===== src/include/asram_map.svh =====
// Pin-level constants and timing counts for the static memory host controller.
`ifndef ASRAM_MAP_SVH
`define ASRAM_MAP_SVH
`define ASRAM_ADDR_W        13
`define ASRAM_DATA_W        8
`define ASRAM_WORDS         8192
`define ASRAM_CLK_NS        100
`define ASRAM_WP_NS         25
`define ASRAM_WHZ_NS        14
`define ASRAM_DW_NS         15
`define ASRAM_ACC_NS        40
`define ASRAM_WR_NS         5
`define ASRAM_WP_CYC        ((`ASRAM_WP_NS + `ASRAM_CLK_NS - 1) / `ASRAM_CLK_NS)
`define ASRAM_WHZDW_CYC     ((`ASRAM_WHZ_NS + `ASRAM_DW_NS + `ASRAM_CLK_NS - 1) / `ASRAM_CLK_NS)
`define ASRAM_ACC_CYC       ((`ASRAM_ACC_NS + `ASRAM_CLK_NS - 1) / `ASRAM_CLK_NS)
`define ASRAM_WR_CYC        ((`ASRAM_WR_NS + `ASRAM_CLK_NS - 1) / `ASRAM_CLK_NS)
`endif


===== src/include/asram_pkg.sv =====
// Types shared by the static memory host controller.
package asram_pkg;
    typedef struct packed
    {
        logic        write;
        logic [12:0] index;
        logic [7:0]  wdata;
    } asram_req_t;
    typedef struct packed
    {
        logic        sel_low_n;
        logic        sel_high;
        logic        wstrobe_n;
        logic        ostrobe_n;
    } asram_ctl_t;
endpackage


===== src/core/asram_host.sv =====
// Host controller that drives an asynchronous 8192 by 8 static memory through its pins.
// Summary of operation
// - Access needs low-active select low and high-active select high together.
// - Read holds write strobe high; output strobe low makes memory drive.
// - Storage happens only while write strobe and both selects are active.
// - Write ends at the first deasserting edge; recovery counts from there.
// - Host never drives data lines while the memory may still drive.
// - With output strobe low, write pulse covers turn-off plus overlap.
// - With output strobe high, write pulse may be minimum width.
`timescale 1ns/1ps
`include "asram_map.svh"
module asram_host
    import asram_pkg::*;
#(
    parameter int AW = `ASRAM_ADDR_W,
    parameter int DW = `ASRAM_DATA_W
)
(
    // Clock and reset.
    input  wire logic          CLOCK_IN,
    input  wire logic          RST_N_IN,
    // User request side.
    input  wire logic          REQ_VALID_IN,
    input  wire asram_req_t    REQ_IN,
    output logic               REQ_READY_OUT,
    output logic               RD_VALID_OUT,
    output logic [DW-1:0]      RD_DATA_OUT,
    // Memory pins.
    output logic [AW-1:0]      WORD_INDEX_OUT,
    output asram_ctl_t         CTL_OUT,
    output logic [DW-1:0]      DATA_LINES_OUT,
    output logic               DATA_LINES_OE_OUT,
    input  wire logic [DW-1:0] DATA_LINES_IN
);
    typedef enum logic [2:0] {ST_IDLE, ST_WSET, ST_WPULSE, ST_WREC, ST_RACC, ST_RCAP} asram_st_t;

    localparam int WPC = `ASRAM_WP_CYC;
    localparam int OVC = `ASRAM_WHZDW_CYC;
    localparam int WPULSE = (WPC > OVC) ? WPC : OVC;
    localparam int ACC = `ASRAM_ACC_CYC + 2;
    localparam int REC = `ASRAM_WR_CYC;

    asram_st_t   st_q;
    logic [3:0]  tload_cnt;
    logic        tload;
    logic        tdone;
    logic [DW-1:0] din_s1_q;
    logic [DW-1:0] din_s2_q;
    asram_ctl_t  ctl_q;

    ////////////////////////////////////////////////////////////////////////////////

    asram_timer #(.W(4)) u_timer
    (
        .clk_in   (CLOCK_IN),
        .rst_n_in (RST_N_IN),
        .load_in  (tload),
        .count_in (tload_cnt),
        .done_out (tdone)
    );

    always_comb
    begin
        tload = 1'b0;
        tload_cnt = 4'h0;
        case (st_q)
            ST_IDLE:
            begin
                tload = REQ_VALID_IN;
                tload_cnt = REQ_IN.write ? 4'h1 : 4'(ACC);
            end
            ST_WSET:
            begin
                tload = tdone;
                tload_cnt = 4'(WPULSE);
            end
            ST_WPULSE:
            begin
                tload = tdone;
                tload_cnt = 4'(REC);
            end
            default:
            begin
                tload = 1'b0;
                tload_cnt = 4'h0;
            end
        endcase
    end

    ////////////////////////////////////////////////////////////////////////////////

    always_ff @(posedge CLOCK_IN or negedge RST_N_IN)
    begin
        if (!RST_N_IN)
            st_q <= ST_IDLE;
        else
            case (st_q)
                ST_IDLE:   if (REQ_VALID_IN) st_q <= REQ_IN.write ? ST_WSET : ST_RACC;
                ST_WSET:   if (tdone) st_q <= ST_WPULSE;
                ST_WPULSE: if (tdone) st_q <= ST_WREC;
                ST_WREC:   if (tdone) st_q <= ST_IDLE;
                ST_RACC:   if (tdone) st_q <= ST_RCAP;
                ST_RCAP:   st_q <= ST_IDLE;
                default:   st_q <= ST_IDLE;
            endcase
    end

    // Selects assert only during an access; output strobe stays high on writes.
    always_ff @(posedge CLOCK_IN or negedge RST_N_IN)
    begin
        if (!RST_N_IN)
            ctl_q <= '{sel_low_n: 1'b1, sel_high: 1'b0, wstrobe_n: 1'b1, ostrobe_n: 1'b1};
        else
            case (st_q)
                ST_IDLE:
                    if (REQ_VALID_IN)
                        ctl_q <= '{sel_low_n: 1'b0, sel_high: 1'b1, wstrobe_n: 1'b1,
                                   ostrobe_n: REQ_IN.write};
                    else
                        ctl_q <= '{sel_low_n: 1'b1, sel_high: 1'b0, wstrobe_n: 1'b1,
                                   ostrobe_n: 1'b1};
                ST_WSET:   if (tdone) ctl_q.wstrobe_n <= 1'b0;
                ST_WPULSE: if (tdone) ctl_q.wstrobe_n <= 1'b1;
                ST_WREC:   if (tdone) ctl_q <= '{1'b1, 1'b0, 1'b1, 1'b1};
                ST_RCAP:   ctl_q <= '{1'b1, 1'b0, 1'b1, 1'b1};
                default:   ctl_q <= ctl_q;
            endcase
    end

    assign CTL_OUT = ctl_q;

    // Word index and write data are latched once and held through the access.
    always_ff @(posedge CLOCK_IN or negedge RST_N_IN)
    begin
        if (!RST_N_IN)
        begin
            WORD_INDEX_OUT <= '0;
            DATA_LINES_OUT <= '0;
        end
        else if (st_q == ST_IDLE && REQ_VALID_IN)
        begin
            WORD_INDEX_OUT <= REQ_IN.index;
            DATA_LINES_OUT <= REQ_IN.wdata;
        end
    end

    // The host drives the bus only while output strobe is high during a write.
    always_ff @(posedge CLOCK_IN or negedge RST_N_IN)
    begin
        if (!RST_N_IN)
            DATA_LINES_OE_OUT <= 1'b0;
        else if (st_q == ST_IDLE)
            DATA_LINES_OE_OUT <= REQ_VALID_IN && REQ_IN.write;
        else if (st_q == ST_WREC && tdone)
            DATA_LINES_OE_OUT <= 1'b0;
    end

    // Data lines pass two flip-flops before capture; the memory needs no clock.
    always_ff @(posedge CLOCK_IN or negedge RST_N_IN)
    begin
        if (!RST_N_IN)
        begin
            din_s1_q <= '0;
            din_s2_q <= '0;
        end
        else
        begin
            din_s1_q <= DATA_LINES_IN;
            din_s2_q <= din_s1_q;
        end
    end

    always_ff @(posedge CLOCK_IN or negedge RST_N_IN)
    begin
        if (!RST_N_IN)
        begin
            RD_VALID_OUT <= 1'b0;
            RD_DATA_OUT  <= '0;
        end
        else
        begin
            RD_VALID_OUT <= (st_q == ST_RCAP);
            if (st_q == ST_RCAP)
                RD_DATA_OUT <= din_s2_q;
        end
    end

    always_ff @(posedge CLOCK_IN or negedge RST_N_IN)
    begin
        if (!RST_N_IN)
            REQ_READY_OUT <= 1'b0;
        else
            REQ_READY_OUT <= ((st_q == ST_IDLE) && !REQ_VALID_IN)
                             || ((st_q == ST_WREC) && tdone) || (st_q == ST_RCAP);
    end

    ////////////////////////////////////////////////////////////////////////////////

    chk_write_needs_sel : assert property (@(posedge CLOCK_IN) disable iff (!RST_N_IN)
        !CTL_OUT.wstrobe_n |-> !CTL_OUT.sel_low_n && CTL_OUT.sel_high)
        else $error("Write strobe low while not selected.");
    chk_no_contention : assert property (@(posedge CLOCK_IN) disable iff (!RST_N_IN)
        DATA_LINES_OE_OUT |-> CTL_OUT.ostrobe_n)
        else $error("Host drives bus while output strobe low.");
    chk_pulse_width : assert property (@(posedge CLOCK_IN) disable iff (!RST_N_IN)
        $fell(CTL_OUT.wstrobe_n) |-> !CTL_OUT.wstrobe_n [*1] ##1 !CTL_OUT.wstrobe_n)
        else $error("Write pulse too short.");
    chk_sel_before_we : assert property (@(posedge CLOCK_IN) disable iff (!RST_N_IN)
        $fell(CTL_OUT.wstrobe_n) |-> $past(!CTL_OUT.sel_low_n && CTL_OUT.sel_high))
        else $error("Select not set up before write strobe.");
    chk_index_stable : assert property (@(posedge CLOCK_IN) disable iff (!RST_N_IN)
        !CTL_OUT.sel_low_n && $past(!CTL_OUT.sel_low_n) |-> $stable(WORD_INDEX_OUT))
        else $error("Word index changed during access.");
    chk_we_first_end : assert property (@(posedge CLOCK_IN) disable iff (!RST_N_IN)
        $rose(CTL_OUT.wstrobe_n) |-> !CTL_OUT.sel_low_n && CTL_OUT.sel_high)
        else $error("Write not ended by write strobe first.");
    chk_read_we_high : assert property (@(posedge CLOCK_IN) disable iff (!RST_N_IN)
        !CTL_OUT.ostrobe_n |-> CTL_OUT.wstrobe_n && !DATA_LINES_OE_OUT)
        else $error("Read with write strobe low or host driving.");
    chk_idle_standby : assert property (@(posedge CLOCK_IN) disable iff (!RST_N_IN)
        $rose(REQ_READY_OUT) |-> CTL_OUT.sel_low_n && !CTL_OUT.sel_high)
        else $error("Memory left selected while idle.");
    chk_read_done : assert property (@(posedge CLOCK_IN) disable iff (!RST_N_IN)
        $fell(CTL_OUT.ostrobe_n) |-> ##[1:12] RD_VALID_OUT)
        else $error("Read result missing.");
endmodule


===== src/core/asram_timer.sv =====
// Down counter that flags the end of a programmed wait.
`timescale 1ns/1ps
module asram_timer
#(
    parameter int W = 4
)
(
    input  wire logic         clk_in,
    input  wire logic         rst_n_in,
    input  wire logic         load_in,
    input  wire logic [W-1:0] count_in,
    output logic              done_out
);
    logic [W-1:0] cnt_q;

    always_ff @(posedge clk_in or negedge rst_n_in)
    begin
        if (!rst_n_in)
            cnt_q <= '0;
        else if (load_in)
            cnt_q <= count_in;
        else if (cnt_q != '0)
            cnt_q <= cnt_q - 1'b1;
    end

    // Done depends on the count alone, so a load driven from done forms no loop.
    assign done_out = (cnt_q == '0);
endmodule


===== config.mk =====
export PLATFORM = sky130hd
export DESIGN_NAME = asram_host
export DESIGN_NICKNAME = d
export VERILOG_FILES = /design/src/include/asram_pkg.sv /design/src/core/asram_host.sv /design/src/core/asram_timer.sv
export VERILOG_INCLUDE_DIRS = /design/src /design/src/include
export SDC_FILE = /design/constraint.sdc
export NUM_CORES = 1
export LEC_CHECK = 0
export ABC_AREA = 1
export BUFFER_PORTS_ARGS = -buffer_cell sky130_fd_sc_hd__buf_4
export CELL_PAD_IN_SITES_DETAIL_PLACEMENT = 1
export CELL_PAD_IN_SITES_GLOBAL_PLACEMENT = 1
export CORE_MARGIN = 4
export CORE_UTILIZATION = 40
export DETAILED_ROUTE_END_ITERATION = 10
export PLACE_DENSITY_LB_ADDON = 0.25
export SLEW_MARGIN = 20
export SYNTH_ARGS = -nofsm -noshare
export SYNTH_HDL_FRONTEND = slang
export SYNTH_SLANG_ARGS = --single-unit

===== constraint.sdc =====
create_clock -name CLOCK_IN -period 2.86 [get_ports CLOCK_IN]
set_input_delay 0.286 -clock CLOCK_IN [delete_from_list [all_inputs] [get_ports CLOCK_IN]]
set_output_delay 0.286 -clock CLOCK_IN [all_outputs]
set_load 0.01 [all_outputs]

# == Word level (Yosys, flattened, before mapping) ==
# Index checks and enable logic that the tools add are counted.
# totals
regBits,59
out_inout_bits,36
wordCells,64
# op_classes
add_sub_neg,1
eq_ne,10
muxes,21
n_reduce_logical,18
# op_table
op,count
$mux W3,6
$mux W4,4
$pmux W3 S5,1
$ne A2 B2 Y1 const B,5
$eq A3 B2 Y1 const B,2
$eq A3 B3 Y1 const B,2
$pmux W2 S3,1
$pmux W1 S5,1
$reduce_and A5 Y1,1
$reduce_bool A5 Y1,1
$logic_and A1 B1 Y1,4
$logic_not A4 Y1,1
$mux W1,4
$pmux W2 S2,1
$reduce_and A4 Y1,1
$reduce_bool A2 Y1,2
$reduce_bool A4 Y1,1
$sub A4 B1 Y4 const B,1
$eq A3 B1 Y1 const B,1
$logic_not A3 Y1,1
$pmux W1 S3,1
$reduce_bool A3 Y1,1
$logic_or A1 B1 Y1,2
$mux W2,1
4 further kinds,4

# == Logic depth before layout (Yosys ltp) ==
# logic_depth
depth_word,4
depth_mapped,8
ltp_nobuf,8

# == By module ==
# Synthesis repeated with hierarchy kept, for this count alone.
# hier_totals
cells_unflattened,239
area_unflattened_um2,2292.2
# by_module_without_submodules
module,instances,cells_each,area_each_um2,seq_area_each_um2
asram_host,1,205,2049.5,1380.1
asram_timer,1,34,242.7,100.1

# == Worst setup path after synthesis ==
# OpenSTA, ideal clock, no wires.
# synth_timing
kind,register to register
startpoint,register u_timer.cnt_q[0]
endpoint,register u_timer.cnt_q[1]
setup_time_ns,0.118
arrival_ns,1.114
slack_ns,1.629
stages_incl_launch_ff,9
n_path_buf,0
synth_period_minus_slack_ns,1.231
path_cell_list,dfrtp_1 -> inv_1 -> ha_1 -> nand2_2 -> inv_1 -> nand2_1 -> nand2_1 -> nor2_1 -> nor2_1
# synth_between
elab_chain_len,3
elab_cells_between_ends,7
classes_between,add/sub: 1; mux: 3; reduce/logical: 3
# synth_lines
element,line,rtl
"start, declared",asram_timer.sv:14,logic [W-1:0] cnt_q;
"start signal, assigned",asram_timer.sv:21,cnt_q <= count_in;
"start signal, assigned",asram_timer.sv:23,cnt_q <= cnt_q - 1'b1;
$sub A4 B1 Y4 or $logic_not A4 Y1 (tied branches),"asram_timer.sv:23, asram_timer.sv:27",
$mux W4 or $pmux W1 S2 (tied branches),"asram_timer.sv:22, asram_host.sv:66",
$mux W4 or $reduce_bool A2 Y1 (tied branches),-,
# Parallel ways exist; a longest one is shown, timed or not. The select of a mux whose other input is x is not followed.
# A chain may end at the register's enable or synchronous reset.

# == Worst setup path in the final report ==
# layout_timing
startpoint,register st_q[1]
endpoint,register ctl_q (netlist bit CTL_OUT[0])
# layout_between
elab_chain_len,3
elab_cells_between_ends,7
classes_between,eq/ne: 3; mux: 1; reduce/logical: 3
# layout_lines
element,line,rtl
"start, declared",asram_host.sv:43,asram_st_t st_q;
"start signal, assigned",asram_host.sv:98,ST_IDLE: if (REQ_VALID_IN) st_q <= REQ_IN.write ? ST_WSET : ST_RACC;
"$eq A3 B2 Y1, or another cell as far along",asram_host.sv:114,case (st_q)
$ne A2 B2 Y1 (no source line) or $reduce_bool A3 Y1 (tied branches),-,
$reduce_and A2 Y1 (no source line),-,
"end signal, assigned",asram_host.sv:112,"ctl_q <= '{sel_low_n: 1'b1, sel_high: 1'b0, wstrobe_n: 1'b1, ostrobe_n: 1'b1};"
"end signal, assigned",asram_host.sv:117,"ctl_q <= '{sel_low_n: 1'b0, sel_high: 1'b1, wstrobe_n: 1'b1,"
"end signal, assigned",asram_host.sv:120,"ctl_q <= '{sel_low_n: 1'b1, sel_high: 1'b0, wstrobe_n: 1'b1,"
"end, declared",asram_host.sv:49,asram_ctl_t ctl_q;
# Parallel ways exist; a longest one is shown, timed or not.

==> metrics.txt <==
outcome finished clean; synth warn 0; initial core utilization around 42%; post_cts resized 0; Adder-Cell Fraction of Synth Area 0.569%; synthesized area ~2200 µm²; Routed Antenna Nets 0; register share of total power about two fifths; crit-path max FO 11; Die W just over 80 µm; first-pass GRT wire length between 9000 and 10000 µm; clock-pin slew on the worst setup and hold paths approximately 0.060 ns; Setup CP Type flip-flop to flip-flop; Placer Congestion between 0.7 and 0.8; Synth Area in Simple Gates 23.9%; final hold vios 0; cts bufs inserted 9; PwrDens 1170 nW/µm²; Vias/cell about 4.8; CP startpoint kind flip-flop; core area around 5200 µm²; share of power burned in combinational logic between 30% and 40%; Seq cells post-synth 59; clock skew 0.00340 ns; root buffer cell clkbuf_8; num ports 69; Net Count, Synth between 200 and 300; Crit. End Element flip-flop; internal power 2.16 mW; Register-to-Register Path Depth 5; initial antenna violation count 0; Max Freq ~630 MHz; Total Neg Setup Slack 0 ns; peak supply drop 0.637 mV; reg2reg end CTL_OUT[0]; sequential share of the synthesized area between 60% and 70%; routed vias around 1700; design area just under 3000 µm²; Skew-Pair Late Insertion Delay 0.33 ns; Routed Wire Length between 5000 and 6000 µm; FF-to-FF setup slack approximately 1.3 ns; CTS tree built; mux share of post-synthesis cell area 0%; Remaining DRCs 0; CTS Hold Buffers Added 0; complex-gate fraction of the synthesized area ~2.8%; CP Launch Point st_q[1]; aggregate global routing overflow 0; Synth Instances 219; synthesized area per cell 10.0 µm²; GRT Util Overall between 10% and 20%; drt wl/cell approximately 15 µm; Tot Pwr around 3.4 mW; Final period util approximately 56%; chip height between 80 and 90 µm; P_sw roughly 1.3 mW; num rows 26; HP Class input port to asynchronous set/reset pin; Final #Nets 327; CP required 3.11 ns; Static Leakage roughly 1.6 nW; max-slew violation count 0; largest net degree at the start of global routing 60; Area after DPL around 2800 µm²; Max-slew headroom between 50% and 60%; minimum clock period 1.60 ns; number of global-route vias before repair between 1500 and 2000; slew of the pin with the lowest slew margin roughly 0.73 ns; largest family of logic cells by synthesized area simple AND/OR/NAND/NOR gates; layout overhead on the synthesized area 34.5%; RSZ-0062 raised after global routing no; XOR/XNOR share of the synthesized area 1.20%; H-tree levels 3; Sink Count approximately 60; Clk pwr share between 20% and 30%; CTS Buffer Depth 2; Crit path arrival time 1.84 ns; r2r startpoint st_q[1]; MaxCap Viol Count 0; Pre-Repair DR Iteration Count 4; Buffers on Ports a little under 70; setup bufs post-CTS 0; layout cells sized above 1 a little under a third; post-DP HPWL 3890 µm; Ant. Diodes 0; Cell variety after synth 22; Iteration-0 DRC Markers between 70 and 80; Switching Share 37.3%; Final setup viols 0; Die Area approximately 6700 µm²
-- layout make-up --
| class | count | area (µm²) |
|---|---|---|
| Clock buffer | 11 | 151 |
| Clock inverter | 4 | 50.0 |
| Fill cell | 614 | 2250 |
| Inverter | 13 | 48.8 |
| Multi-Input combinational cell | 142 | 626 |
| Sequential cell | 59 | 1480 |
| Tap cell | 70 | 87.6 |
| Timing Repair Buffer | 68 | 510 |
-- registers in the layout (all words and copies together), names as in the netlist --
name / cells
RD_VALID_OUT: 1
DATA_LINES_OE_OUT: 1
CTL_OUT: 4
DATA_LINES_OUT: 8
REQ_READY_OUT: 1
u_timer.cnt_q: 4
din_s1_q: 8
st_q: 3
din_s2_q: 8
WORD_INDEX_OUT: 13
RD_DATA_OUT: 8
-- per-layer routing --
metal | part of all wire, % | global-route usage, % | vias up
li1 | - | - | 818
met1 | 38 | 21.4 | 871
met2 | 53 | 31.6 | 52
met5 | 0 | 0 | -
met3 | 7.5 | 7.48 | 6
met4 | 1.2 | 6.98 | 0
-- layout by cell type (no fill, tap or decap) --
master and instances:
nand2_1 100, buf_4 68, dfrtp_1 56, inv_1 11, clkbuf_8 11, nor2_1 10
nand3_1 9, o21ai_0 6, dfstp_2 3, a21oi_1 3, inv_2 2, nor2_4 2
nand2_4 2, o21ai_1 2, xor2_1 2, clkinvlp_4 2, nand2_2 1, a22oi_1 1
nor3_1 1, xnor2_1 1, nor3_2 1, ha_1 1, bufinv_16 1, clkinv_2 1
-- cells in the mapped netlist (all sizes together) --
cell / n / area share, %
dfstp: 3 / 3.6
a22oi: 1 / 0.34
xor2: 2 / 0.80
a21oi: 3 / 0.68
nor2: 12 / 2.7
buf: 5 / 1.9
o21ai: 8 / 1.8
dfrtp: 56 / 64
nand3: 9 / 2.0
xnor2: 1 / 0.40
inv: 13 / 2.2
nand2: 103 / 18
nor3: 2 / 0.68
ha: 1 / 0.57
-- worst max-delay path by stage --
| stage | endpoint | slack [ns] | depth (start not counted) |
|---|---|---|---|
| finish | CTL_OUT[0] | 1.26 | 5 |
| global route | CTL_OUT[0] | 1.14 | 5 |
| CTS | CTL_OUT[0] | 1.23 | 5 |
| detailed placement | CTL_OUT[0] | 1.26 | 5 |
| global placement | CTL_OUT[2] | 1.30 | 6 |
| floorplan | u_timer.cnt_q[1] | 1.63 | 8 |
-- per-stage QoR --
step           instances  setup slack [ns]  util, %  hold WS, ns
3_5_place_dp         352              1.26     52.9        0.338
4_1_cts              367              1.23     56.8       0.0228
6_report             367              1.26     56.8       0.0189
2_1_floorplan        219              1.63        -     -0.00959
3_3_place_gp         352              1.30     52.9        0.331
5_1_grt              367              1.14     56.8       0.0292
-- power groups by stage --
| stage | Combinational, mW | Clock, mW | Sequential (mW) |
|---|---|---|---|
| after floorplan | 0.676 | 0 | 1.43 |
| after global placement | 1.30 | 0 | 1.34 |
| after detailed placement | 1.37 | 0 | 1.35 |
| after CTS | 1.38 | 0.786 | 1.35 |
| after global routing | 1.53 | 0.823 | 1.39 |
| final | 1.34 | 0.757 | 1.35 |
-- worst max-delay path, stage by stage, from the launching register on --
cell and delay (ns):
dfrtp_1 0.45, inv_1 0.16, nand3_1 0.37, nand2_1 0.26
nor2_1 0.10, a22oi_1 0.17
-- logic make-up (layout without fill, tap and decap cells) --
family	after synthesis	count (layout)
simple gates	126	126
flops	59	59
buf+inv	18	96
compound gates	12	12
xor+xnor	3	3
fa+ha+maj	1	1
Power figures use the tool's default switching activity.
